--- config.mk ---
export PLATFORM = sky130hd
export DESIGN_NAME = vcmi2c_slave
export DESIGN_NICKNAME = d
export VERILOG_FILES = /design/src/vcmi2c_pkg.sv /design/src/vcmi2c_slave.sv
export SDC_FILE = /design/constraint.sdc
export NUM_CORES = 1
export LEC_CHECK = 0
export BUFFER_PORTS_ARGS = -buffer_cell sky130_fd_sc_hd__buf_2
export CORE_MARGIN = 5
export CORE_UTILIZATION = 62
export DETAILED_ROUTE_END_ITERATION = 8
export GPL_ROUTABILITY_DRIVEN = 0
export PLACE_DENSITY = 0.86
export SETUP_SLACK_MARGIN = 0.2
export SYNTH_ARGS = -nofsm -noshare
export SYNTH_HDL_FRONTEND = slang
export SYNTH_HIERARCHICAL = 1
export SYNTH_SLANG_ARGS = --single-unit
--- constraint.sdc ---
create_clock -name core_clk -period 5.9 [get_ports core_clk]
set_input_delay 1.18 -clock core_clk [delete_from_list [all_inputs] [get_ports core_clk]]
set_output_delay 1.18 -clock core_clk [all_outputs]
set_load 0.005 [all_outputs]
--- src/vcmi2c_pkg.sv ---
// Constants, carriers and states of the two-wire slave port of the coil driver
// Summary of operation
// - Clock line is input only; data line is input and pull-low-only output.
// - Transfer is START, address with direction, register byte, data bytes, STOP.
// - Both lines stay high while the bus is idle.
// - Data falling while clock high is START; decoding restarts.
// - Data rising while clock high is STOP; bus becomes free.
// - One bit per clock pulse; data stays steady while clock is high.
// - Ninth pulse is acknowledge; receiver holds data low through it.
// - Master ends reads with not-acknowledge then STOP; port releases data before the not-acknowledge.
// - Bit after the 7-bit address is direction: low write, high read.
// - Respond only to first byte 0x1c (write) or 0x1d (read).
// - First byte after write address loads the register pointer.
// - Acknowledge the register byte only when it names a valid register.
// - Each write byte goes to the pointed register; pointer then increments; a full FIFO or a pointer past 0x08 refuses the byte.
// - Read is pointer write, repeated START, read address, then register contents.
// - Pointer increments after each sent byte; next byte only after acknowledge.
package vcmi2c_pkg;
   // Seven-bit bus address; with direction it reads 0x1c and 0x1d
   localparam logic [6:0] DEV_ADDR = 7'h0e;
   localparam logic DIR_WRITE = 1'b0;
   // Span of valid register pointers
   localparam logic [7:0] REG_FIRST = 8'h00;
   localparam logic [7:0] REG_LAST = 8'h08;
   localparam logic [3:0] BITS_PER_BYTE = 4'h8;
   localparam logic [3:0] BIT_CNT_RST = 4'h0;
   localparam logic [7:0] PTR_RST = 8'h00;
   // Idle bus level seen by the synchronisers after reset
   localparam logic LINE_RST = 1'b1;
   localparam int FIFO_DEPTH = 16;

   typedef struct packed {
      logic [7:0] addr;
      logic [7:0] data;
   } vcmi2c_wr_s;

   typedef enum logic [9:0] {
      ST_IDLE     = 10'h001,
      ST_ADDR     = 10'h002,
      ST_ADDR_ACK = 10'h004,
      ST_REG      = 10'h008,
      ST_REG_ACK  = 10'h010,
      ST_WDATA    = 10'h020,
      ST_WACK     = 10'h040,
      ST_RDATA    = 10'h080,
      ST_RACK     = 10'h100,
      ST_IGNORE   = 10'h200
   } vcmi2c_state_e;
endpackage

--- src/vcmi2c_slave.sv ---
// Two-wire slave port of the coil driver with its register write FIFO
`timescale 1ns/1ns
`default_nettype none

// ****************************************
// Write FIFO
// ****************************************
module vcmi2c_fifo #(
   parameter int WIDTH = 16,
   parameter int DEPTH = 16
) (
   // Clock and reset
   input wire logic core_clk,
   input wire logic rst_n,
   // Fill side
   input wire logic in_valid,
   output logic in_ready,
   input wire logic [WIDTH-1:0] in_data,
   // Drain side
   output logic out_valid,
   input wire logic out_ready,
   output logic [WIDTH-1:0] out_data
);
   localparam int AW = $clog2(DEPTH);

   logic [WIDTH-1:0] mem_r [DEPTH];
   logic [AW:0] wptr_r, wptr_nxt, rptr_r, rptr_nxt;
   logic full, empty, push, pop;

   // Extra pointer bit tells full from empty
   assign empty = (wptr_r == rptr_r);
   assign full = (wptr_r[AW-1:0] == rptr_r[AW-1:0]) && (wptr_r[AW] != rptr_r[AW]);
   assign in_ready = !full;
   assign out_valid = !empty;
   assign out_data = mem_r[rptr_r[AW-1:0]];
   assign push = in_valid && !full;
   assign pop = out_ready && !empty;

   always_comb begin
      wptr_nxt = wptr_r;
      rptr_nxt = rptr_r;
      if (push) begin
         wptr_nxt = wptr_r + 1'b1;
      end
      if (pop) begin
         rptr_nxt = rptr_r + 1'b1;
      end
   end

   always_ff @(posedge core_clk or negedge rst_n) begin
      if (!rst_n) begin
         wptr_r <= '0;
         rptr_r <= '0;
      end else begin
         wptr_r <= wptr_nxt;
         rptr_r <= rptr_nxt;
      end
   end

   // Storage has no reset; only written entries are ever read
   always_ff @(posedge core_clk) begin
      if (push) begin
         mem_r[wptr_r[AW-1:0]] <= in_data;
      end
   end
endmodule

// ****************************************
// Slave port
// ****************************************
module vcmi2c_slave
   import vcmi2c_pkg::*;
#(
   parameter logic [7:0] REG_LO = REG_FIRST,
   parameter logic [7:0] REG_HI = REG_LAST,
   parameter int DEPTH = FIFO_DEPTH
) (
   // Clock and reset
   input wire logic core_clk,
   input wire logic rst_n,
   // Serial lines
   input wire logic scl_i,
   input wire logic sda_i,
   output logic sda_o,
   output logic sda_oe_n,
   // Register writes toward the register bank
   output logic wr_valid,
   input wire logic wr_ready,
   output vcmi2c_pkg::vcmi2c_wr_s wr_data,
   // Register readback
   output logic [7:0] rd_addr,
   input wire logic [7:0] rd_data
);
   import vcmi2c_pkg::*;

   // ****************************************
   // Line synchronisers
   // ****************************************
   logic scl_meta_r, scl_sync_r, scl_prev_r;
   logic sda_meta_r, sda_sync_r, sda_prev_r;
   logic start, stop, scl_rise, scl_fall;

   always_ff @(posedge core_clk or negedge rst_n) begin
      if (!rst_n) begin
         scl_meta_r <= LINE_RST;
         scl_sync_r <= LINE_RST;
         scl_prev_r <= LINE_RST;
         sda_meta_r <= LINE_RST;
         sda_sync_r <= LINE_RST;
         sda_prev_r <= LINE_RST;
      end else begin
         scl_meta_r <= scl_i;
         scl_sync_r <= scl_meta_r;
         scl_prev_r <= scl_sync_r;
         sda_meta_r <= sda_i;
         sda_sync_r <= sda_meta_r;
         sda_prev_r <= sda_sync_r;
      end
   end

   // Edges found from the second and third stages only
   assign scl_rise = scl_sync_r && !scl_prev_r;
   assign scl_fall = !scl_sync_r && scl_prev_r;
   assign start = scl_sync_r && scl_prev_r && sda_prev_r && !sda_sync_r;
   assign stop = scl_sync_r && scl_prev_r && !sda_prev_r && sda_sync_r;

   // ****************************************
   // Protocol state machine
   // ****************************************
   vcmi2c_state_e state_r, state_nxt;
   logic [3:0] bit_cnt_r, bit_cnt_nxt;
   logic [7:0] shift_r, shift_nxt;
   logic [7:0] ptr_r, ptr_nxt;
   logic oe_n_r, oe_n_nxt;
   logic rd_r, rd_nxt;
   logic ack_r, ack_nxt;
   logic fifo_in_ready, push;
   logic byte_done;
   vcmi2c_wr_s push_data;

   assign byte_done = scl_fall && (bit_cnt_r == BITS_PER_BYTE);
   assign push_data = '{addr: ptr_r, data: shift_r};

   always_comb begin
      state_nxt = state_r;
      bit_cnt_nxt = bit_cnt_r;
      shift_nxt = shift_r;
      ptr_nxt = ptr_r;
      oe_n_nxt = oe_n_r;
      rd_nxt = rd_r;
      ack_nxt = ack_r;
      push = 1'b0;
      if (start) begin
         // Also covers a repeated START in the middle of a transfer
         state_nxt = ST_ADDR;
         bit_cnt_nxt = BIT_CNT_RST;
         oe_n_nxt = 1'b1;
      end else if (stop) begin
         state_nxt = ST_IDLE;
         oe_n_nxt = 1'b1;
      end else begin
         case (state_r)
            ST_ADDR, ST_REG, ST_WDATA: begin
               if (scl_rise) begin
                  shift_nxt = {shift_r[6:0], sda_sync_r};
                  bit_cnt_nxt = bit_cnt_r + 4'h1;
               end else if (byte_done) begin
                  bit_cnt_nxt = BIT_CNT_RST;
                  oe_n_nxt = 1'b0;
                  case (state_r)
                     ST_ADDR: begin
                        if (shift_r[7:1] == DEV_ADDR) begin
                           rd_nxt = (shift_r[0] != DIR_WRITE);
                           state_nxt = ST_ADDR_ACK;
                        end else begin
                           oe_n_nxt = 1'b1;
                           state_nxt = ST_IGNORE;
                        end
                     end
                     ST_REG: begin
                        ptr_nxt = shift_r;
                        if (shift_r >= REG_LO && shift_r <= REG_HI) begin
                           state_nxt = ST_REG_ACK;
                        end else begin
                           oe_n_nxt = 1'b1;
                           state_nxt = ST_IGNORE;
                        end
                     end
                     default: begin
                        // A full FIFO or a pointer run off the end refuses the byte
                        if (fifo_in_ready && ptr_r <= REG_HI) begin
                           push = 1'b1;
                           ptr_nxt = ptr_r + 8'h01;
                           state_nxt = ST_WACK;
                        end else begin
                           oe_n_nxt = 1'b1;
                           state_nxt = ST_IGNORE;
                        end
                     end
                  endcase
               end
            end
            ST_ADDR_ACK, ST_REG_ACK, ST_WACK: begin
               if (scl_fall) begin
                  oe_n_nxt = 1'b1;
                  if (state_r == ST_ADDR_ACK && rd_r) begin
                     shift_nxt = rd_data;
                     oe_n_nxt = rd_data[7];
                     state_nxt = ST_RDATA;
                  end else if (state_r == ST_ADDR_ACK) begin
                     state_nxt = ST_REG;
                  end else begin
                     state_nxt = ST_WDATA;
                  end
               end
            end
            ST_RDATA: begin
               if (scl_fall) begin
                  bit_cnt_nxt = bit_cnt_r + 4'h1;
                  if (bit_cnt_r == BITS_PER_BYTE - 4'h1) begin
                     oe_n_nxt = 1'b1;
                     ptr_nxt = ptr_r + 8'h01;
                     state_nxt = ST_RACK;
                  end else begin
                     shift_nxt = {shift_r[6:0], 1'b0};
                     oe_n_nxt = shift_r[6];
                  end
               end
            end
            ST_RACK: begin
               if (scl_rise) begin
                  ack_nxt = !sda_sync_r;
               end else if (scl_fall) begin
                  bit_cnt_nxt = BIT_CNT_RST;
                  if (ack_r) begin
                     shift_nxt = rd_data;
                     oe_n_nxt = rd_data[7];
                     state_nxt = ST_RDATA;
                  end else begin
                     state_nxt = ST_IGNORE;
                  end
               end
            end
            ST_IDLE, ST_IGNORE: begin
               oe_n_nxt = 1'b1;
            end
            default: begin
               state_nxt = ST_IDLE;
               oe_n_nxt = 1'b1;
            end
         endcase
      end
   end

   always_ff @(posedge core_clk or negedge rst_n) begin
      if (!rst_n) begin
         state_r <= ST_IDLE;
         bit_cnt_r <= BIT_CNT_RST;
         shift_r <= '0;
         ptr_r <= PTR_RST;
         oe_n_r <= 1'b1;
         rd_r <= 1'b0;
         ack_r <= 1'b0;
      end else begin
         state_r <= state_nxt;
         bit_cnt_r <= bit_cnt_nxt;
         shift_r <= shift_nxt;
         ptr_r <= ptr_nxt;
         oe_n_r <= oe_n_nxt;
         rd_r <= rd_nxt;
         ack_r <= ack_nxt;
      end
   end

   // The port only ever pulls low; the clock line has no driver here
   assign sda_o = 1'b0;
   assign sda_oe_n = oe_n_r;
   // Readback follows the pointer; writes still in the FIFO are not yet visible
   assign rd_addr = ptr_r;

   // ****************************************
   // Write buffer
   // ****************************************
   vcmi2c_fifo #(
      .WIDTH($bits(vcmi2c_wr_s)),
      .DEPTH(DEPTH)
   ) u_fifo (
      .core_clk(core_clk),
      .rst_n(rst_n),
      .in_valid(push),
      .in_ready(fifo_in_ready),
      .in_data(push_data),
      .out_valid(wr_valid),
      .out_ready(wr_ready),
      .out_data(wr_data)
   );
endmodule

`default_nettype wire

Yosys cells after proc, flatten, opt, wreduce, memory -nomap -nowiden --
Memories as Yosys holds them, arrays and structs flattened. Index checks and enable logic that the tools add are counted.
Operators by class: equal/unequal tests 43, bitwise gates (word level) 3, $lt $le $gt $ge 3, mux-type cells 66, reductions and logical operators 34, add/sub/neg operators 4
Operator list (number):
- 10-bit two-way mux | 13
- 8-bit two-way mux | 14
- 10-bit one-hot mux with 5 select lines | 1
- 4-bit != test (second input constant) | 9
- 8-bit one-hot mux with 2 select lines | 2
- 8-bit one-hot mux with 4 select lines | 1
- 4-bit two-way mux | 7
- 2-bit != test (second input constant) | 13
- 1-bit two-way mux | 23
- 10-bit one-hot mux with 2 select lines | 1
- 8-bit by 4-bit less-or-equal comparator with 1-bit output (second input constant) | 2
- 3-bit != test (second input constant) | 5
- 1-bit logical AND | 14
- 7-bit AND reduction | 2
- 4-bit one-hot mux with 3 select lines | 1
- 11-bit AND reduction | 1
- 5-bit by 1-bit adder with 5-bit output (second input constant) | 2
- 10-bit by 1-bit equality test with 1-bit output (second input constant) | 1
- 10-bit equality test (second input constant) | 1
- 10-bit by 2-bit equality test with 1-bit output (second input constant) | 1
- 10-bit by 3-bit equality test with 1-bit output (second input constant) | 1
- 10-bit by 4-bit equality test with 1-bit output (second input constant) | 1
- 10-bit by 5-bit equality test with 1-bit output (second input constant) | 1
- 10-bit by 6-bit equality test with 1-bit output (second input constant) | 1
- 25 further kinds | 35
Word-level totals: logic and storage cells 169, memory bits (writable) 256, memories kept 1, register bits after elaboration 49
Memories:
- u_fifo.mem_r | words 16, bits a word 16, read ports 1, clocked after memory_dff 0, write ports 1, line vcmi2c_slave.sv:26 | logic [WIDTH-1:0] mem_r [DEPTH];

Depth between registers and ports, before layout --
depth after elaboration 14, depth in mapped cells 14, depth with buffers taken out 12

Modules after synthesis --
Netlist, hierarchy kept.
Modules (own cells, without submodules):
- vcmi2c_fifo | times used 1, cells an instance 479, area each 10292.4 um2
- vcmi2c_slave | times used 1, cells an instance 294, area each 2665.1 um2

Worst setup path after synthesis --
Ideal clock, no wire load.
path kind reg-to-reg, start register u_fifo.rptr_r[0], end memory u_fifo.mem_r[12][0], enable pin, period minus slack after synthesis 4094 ps, slack 1806 ps, data required time 5491 ps, arrival 3684 ps, cell stages (with the launch flop) 13, cell sequence dfrtp_1 buf_6 xnor2_1 nand4_2 buf_6 nor2_1 inv_1 or4b_2 a211oi_1 and3_1 and2_1 nand2_1 nor3_1
Between the ends: longest elaborated chain between the ends 14
RTL lines:
- from (decl) | line vcmi2c_slave.sv:27 | logic [AW:0] wptr_r, wptr_nxt, rptr_r, rptr_nxt;
- from (signal assigned) | line vcmi2c_slave.sv:56 | rptr_r <= rptr_nxt;
- 4-bit equality test | line vcmi2c_slave.sv:32 | assign full = (wptr_r[AW-1:0] == rptr_r[AW-1:0]) && (wptr_r[AW] != rptr_r[AW]);
- 1-bit logical AND | line vcmi2c_slave.sv:32
- 1-bit logical NOT | line vcmi2c_slave.sv:33 | assign in_ready = !full;
- via fifo_in_ready | line vcmi2c_slave.sv:137 | logic fifo_in_ready, push;
- 1-bit logical AND | line vcmi2c_slave.sv:191 | if (fifo_in_ready && ptr_r <= REG_HI) begin
- 1-bit two-way mux | line vcmi2c_slave.sv:191
- 1-bit two-way mux | line vcmi2c_slave.sv:170 | case (state_r)
- 1-bit two-way mux | line vcmi2c_slave.sv:167 | end else if (byte_done) begin
- 1-bit two-way mux | line vcmi2c_slave.sv:164 | if (scl_rise) begin
- 1-bit two-way mux | line vcmi2c_slave.sv:162 | case (state_r)
- 1-bit two-way mux | line vcmi2c_slave.sv:158 | end else if (stop) begin
- 1-bit two-way mux | line vcmi2c_slave.sv:153 | if (start) begin
- via push | line vcmi2c_slave.sv:137
- 1-bit logical AND | line vcmi2c_slave.sv:36 | assign push = in_valid && !full;
- 1-bit two-way mux | line vcmi2c_slave.sv:62 | if (push) begin
- 1-bit two-way mux (not written as such) | line vcmi2c_slave.sv:63 | mem_r[wptr_r[AW-1:0]] <= in_data;
- to (decl) | line vcmi2c_slave.sv:26
The timed path passes the listed nets, and every way through them passes these cells.

Final worst setup path --
start register u_fifo.wptr_r[4], end memory u_fifo.mem_r[12][1], enable pin
Between the ends: longest elaborated chain between the ends 14
RTL lines:
- from (decl) | line vcmi2c_slave.sv:27
- from (signal assigned) | line vcmi2c_slave.sv:55 | wptr_r <= wptr_nxt;
- 1-bit != test | line vcmi2c_slave.sv:32
- 1-bit logical AND | line vcmi2c_slave.sv:32
- 1-bit logical NOT | line vcmi2c_slave.sv:33
- via fifo_in_ready | line vcmi2c_slave.sv:137
- 1-bit logical AND | line vcmi2c_slave.sv:191
- 1-bit two-way mux | line vcmi2c_slave.sv:191
- 1-bit two-way mux | line vcmi2c_slave.sv:170
- 1-bit two-way mux | line vcmi2c_slave.sv:167
- 1-bit two-way mux | line vcmi2c_slave.sv:164
- 1-bit two-way mux | line vcmi2c_slave.sv:162
- 1-bit two-way mux | line vcmi2c_slave.sv:158
- 1-bit two-way mux | line vcmi2c_slave.sv:153
- via push | line vcmi2c_slave.sv:137
- 1-bit logical AND | line vcmi2c_slave.sv:36
- 1-bit two-way mux | line vcmi2c_slave.sv:62
- 1-bit two-way mux (not written as such) | line vcmi2c_slave.sv:63
The timed path passes the listed nets, and every way through them passes these cells.

==> run summary <==
worst slew pin tran: 1.160 ns
TritonCTS clock tree: done
FMAX: 0.2325 GHz
cell taking the most area after synthesis: edfxtp_1
highest net fanout along the worst path: 10
die area: 23890 sq um
Die Ht: 154.6 um
RSZ-0062 raised after global routing: no
Routed WL: 28820 um
CP arrival: 4.56 ns
Yosys top cell area share: 59.33%
post-cts sizing count: 0
initial antenna violation count: 0
Final Setup Violations: 0
routing usage on met1: 33.27%
Final #Nets: 847
io pins: 40
layout cells sized above 1: 25.97%
Slew headroom: 22.68%
largest net degree at the start of global routing: 68
maximum buffer depth of the clock tree: 3
total core area: 20430 sq um
most common library cells after synthesis: edfxtp_1 (256), mux4_2 (64), nor2_1 (49)
Hold Path Class: flip-flop to flip-flop
Max Slew Vio Count: 0
GRT overflow: 0
I/O Buffers: 38
final hold violations: 0
status: completed
Worst-path clk slew: 0.06 ns
initial core utilization: 63.42%
clk root buf: clkbuf_16
Area contributors post-synth: edfxtp_1 (59%), mux4_2 (11%), dfrtp_1 (7.9%)
Worst-Skew Late Latency: 0.56 ns
post-DR vias/cell: 6.757
number of global-route vias before repair: 7670
WS Path Type: flip-flop to flip-flop
Net Count, Synth: 795
max-cap violation count: 0
CP endpoint kind: flip-flop
Ys Warns: 6
Post-synth EDFFs: 256
Async SR Flop Fraction: 16.07%
fin crit share: 72.90%
Main synth FF type: edfxtp_1
GRT Util Overall: 24.92%
synthesized instance count: 773
final routed DRC violation total: 0
Design Power: 4.531 mW
Clock Sinks: 305
R2R Setup Slk: 1.60 ns
GRT busiest layer: met2
Max VDD drop: 0.2738 mV
setup bufs post-CTS: 0
DRT Pass-1 Iters: 5
flops & latches, synth: 305
post-synthesis cell type count: 68
sequential share of the synthesized area: 68.87%
fin crit period: 4.301 ns
CP Launch Type: flip-flop
htree depth: 1
Setup TNS: 0 ns
ANT nets after route: 0
Clock Skew: 0.02053 ns
drt wl/cell: 25.80 um
CTS Buf Count: 28
initial DRC count: 918
most common cell in the netlist: edfxtp_1
cell row count: 52
Leakage: 4.513 nW
cell area after synthesis: 12960 sq um
Syn Area/Cell: 16.76 sq um
dpl hpwl: 17440 um
# hold bufs at CTS: 0
M3 GR Usage: 3.688%
Die Wd: 154.6 um
WP data required: 6.16 ns
first-pass GRT wire length: 45630 um
diodes inserted: 0
M2 GR Usage: 43.32%
Area Overhead vs Synth: 10.95%
cell area power density: 315.2 nW/um^2
via count: 7548
## cell type report
type | instances | area, sq um
clock buffers | 35 | 726.9
fillers | 1232 | 6053
inverters | 13 | 48.80
well taps | 270 | 337.8
clock inverters | 17 | 201.4
multi-input cells | 414 | 3751
flip-flops and latches | 305 | 8929
repair buffers | 63 | 381.6
## power by group
part	internal, mW	switching [mW]
Clock	1.05	0.765
Sequential	2.40	0.102
Combinational	0.0967	0.120
Total	3.54	0.988
## routing by layer
| layer | share of wire (%) | up-vias | wire length [um] |
|---|---|---|---|
| li1 | - | 3177 | - |
| met5 | 0 | - | 0 |
| met3 | 8.5 | 82 | 2443 |
| met1 | 36 | 3806 | 10420 |
| met2 | 52 | 483 | 14950 |
| met4 | 3.5 | 0 | 1004 |
## path summary, 6_finish.rpt
| check | end | cells after the start | startpoint |
|---|---|---|---|
| worst max register to register | u_fifo/mem_r[12][1]$_DFFE_PP_ | 10 | u_fifo/wptr_r[4]$_DFFE_PN0P_ |
| worst max-delay path | u_fifo/mem_r[12][1]$_DFFE_PP_ | 10 | u_fifo/wptr_r[4]$_DFFE_PN0P_ |
| min in group asynchronous | shift_r[2]$_DFFE_PN0P_ | 2 | rst_n |
| worst min-delay path | scl_sync_r$_DFF_PN1_ | 0 | scl_meta_r$_DFF_PN1_ |
| worst min register to register | scl_sync_r$_DFF_PN1_ | 0 | scl_meta_r$_DFF_PN1_ |
| max in group asynchronous | u_fifo/rptr_r[1]$_DFFE_PN0P_ | 2 | rst_n |
## kinds of logic (layout without fill, tap and decap cells)
family | Yosys count | in the layout | synth area share, %
other | 1 | 1 | 0.02894
AO/OA/AOI/OAI | 118 | 118 | 6.084
AND/OR/NAND/NOR | 180 | 180 | 7.175
flip-flops | 305 | 305 | 68.87
adder cells (fa/ha/maj) | 9 | 9 | 0.8691
multiplexers | 88 | 88 | 13.39
XOR/XNOR | 18 | 18 | 1.217
buffers and inverters | 54 | 128 | 2.366
## layout by cell type (no fill, tap or decap), types with 3 or more instances in the layout
cell	netlist	routed
a211oi_1	3	3
a21oi_1	26	26
and3_1	7	7
buf_2	14	38
buf_4	4	24
bufinv_16	0	4
clkbuf_1	10	7
clkbuf_16	0	28
clkinv_1	0	7
clkinv_2	0	5
dfrtp_1	41	39
dfstp_2	8	8
edfxtp_1	256	256
ha_1	9	9
inv_1	13	13
mux2_2	11	11
mux2_4	8	8
mux2i_1	5	5
mux4_2	64	64
nand2_1	38	38
nand2b_1	11	11
nand3_1	17	17
nand4_1	4	4
nor2_1	49	48
nor2b_1	4	4
nor3_1	12	9
nor4_1	6	6
o211ai_1	5	5
o21a_1	3	3
o21ai_0	16	16
o21ai_1	4	4
o22ai_1	36	36
or2_2	4	4
or3_2	4	4
or4_1	6	6
xnor2_1	14	14
xor2_1	4	4
## stage by stage
step	hold slack [ns]	area [sq um]	setup WS (ns)	cells	utilization, %
CTS	0.3534	14360	1.501	1116	70.27
floorplan	0.3452	12960	1.806	773	-
global placement	0.3466	13430	1.715	1064	65.73
global route	0.3597	14380	1.304	1117	70.37
finish	0.3522	14380	1.599	1117	70.37
detailed placement	0.3468	13430	1.517	1064	65.73
## worst max-delay path, stage by stage (launching register included)
cell and delay [ns]:
dfrtp_1 0.43, xnor2_1 0.49, nor2_1 0.28, inv_1 0.10, or4b_2 0.59, a211oi_1 0.39
and3_1 0.24, and2_1 0.27, nand2_1 0.18, nor3_2 0.79, buf_6 0.24
## flip-flops by register name, indices dropped and copies added, names as in the netlist, 4 cells and up
signal	count
bit_cnt_r	4
rd_addr	8
shift_r	8
state_r	10
u_fifo/mem_r	256
u_fifo/rptr_r	5
u_fifo/wptr_r	5
Note: power is estimated with default switching activity, not from simulation.
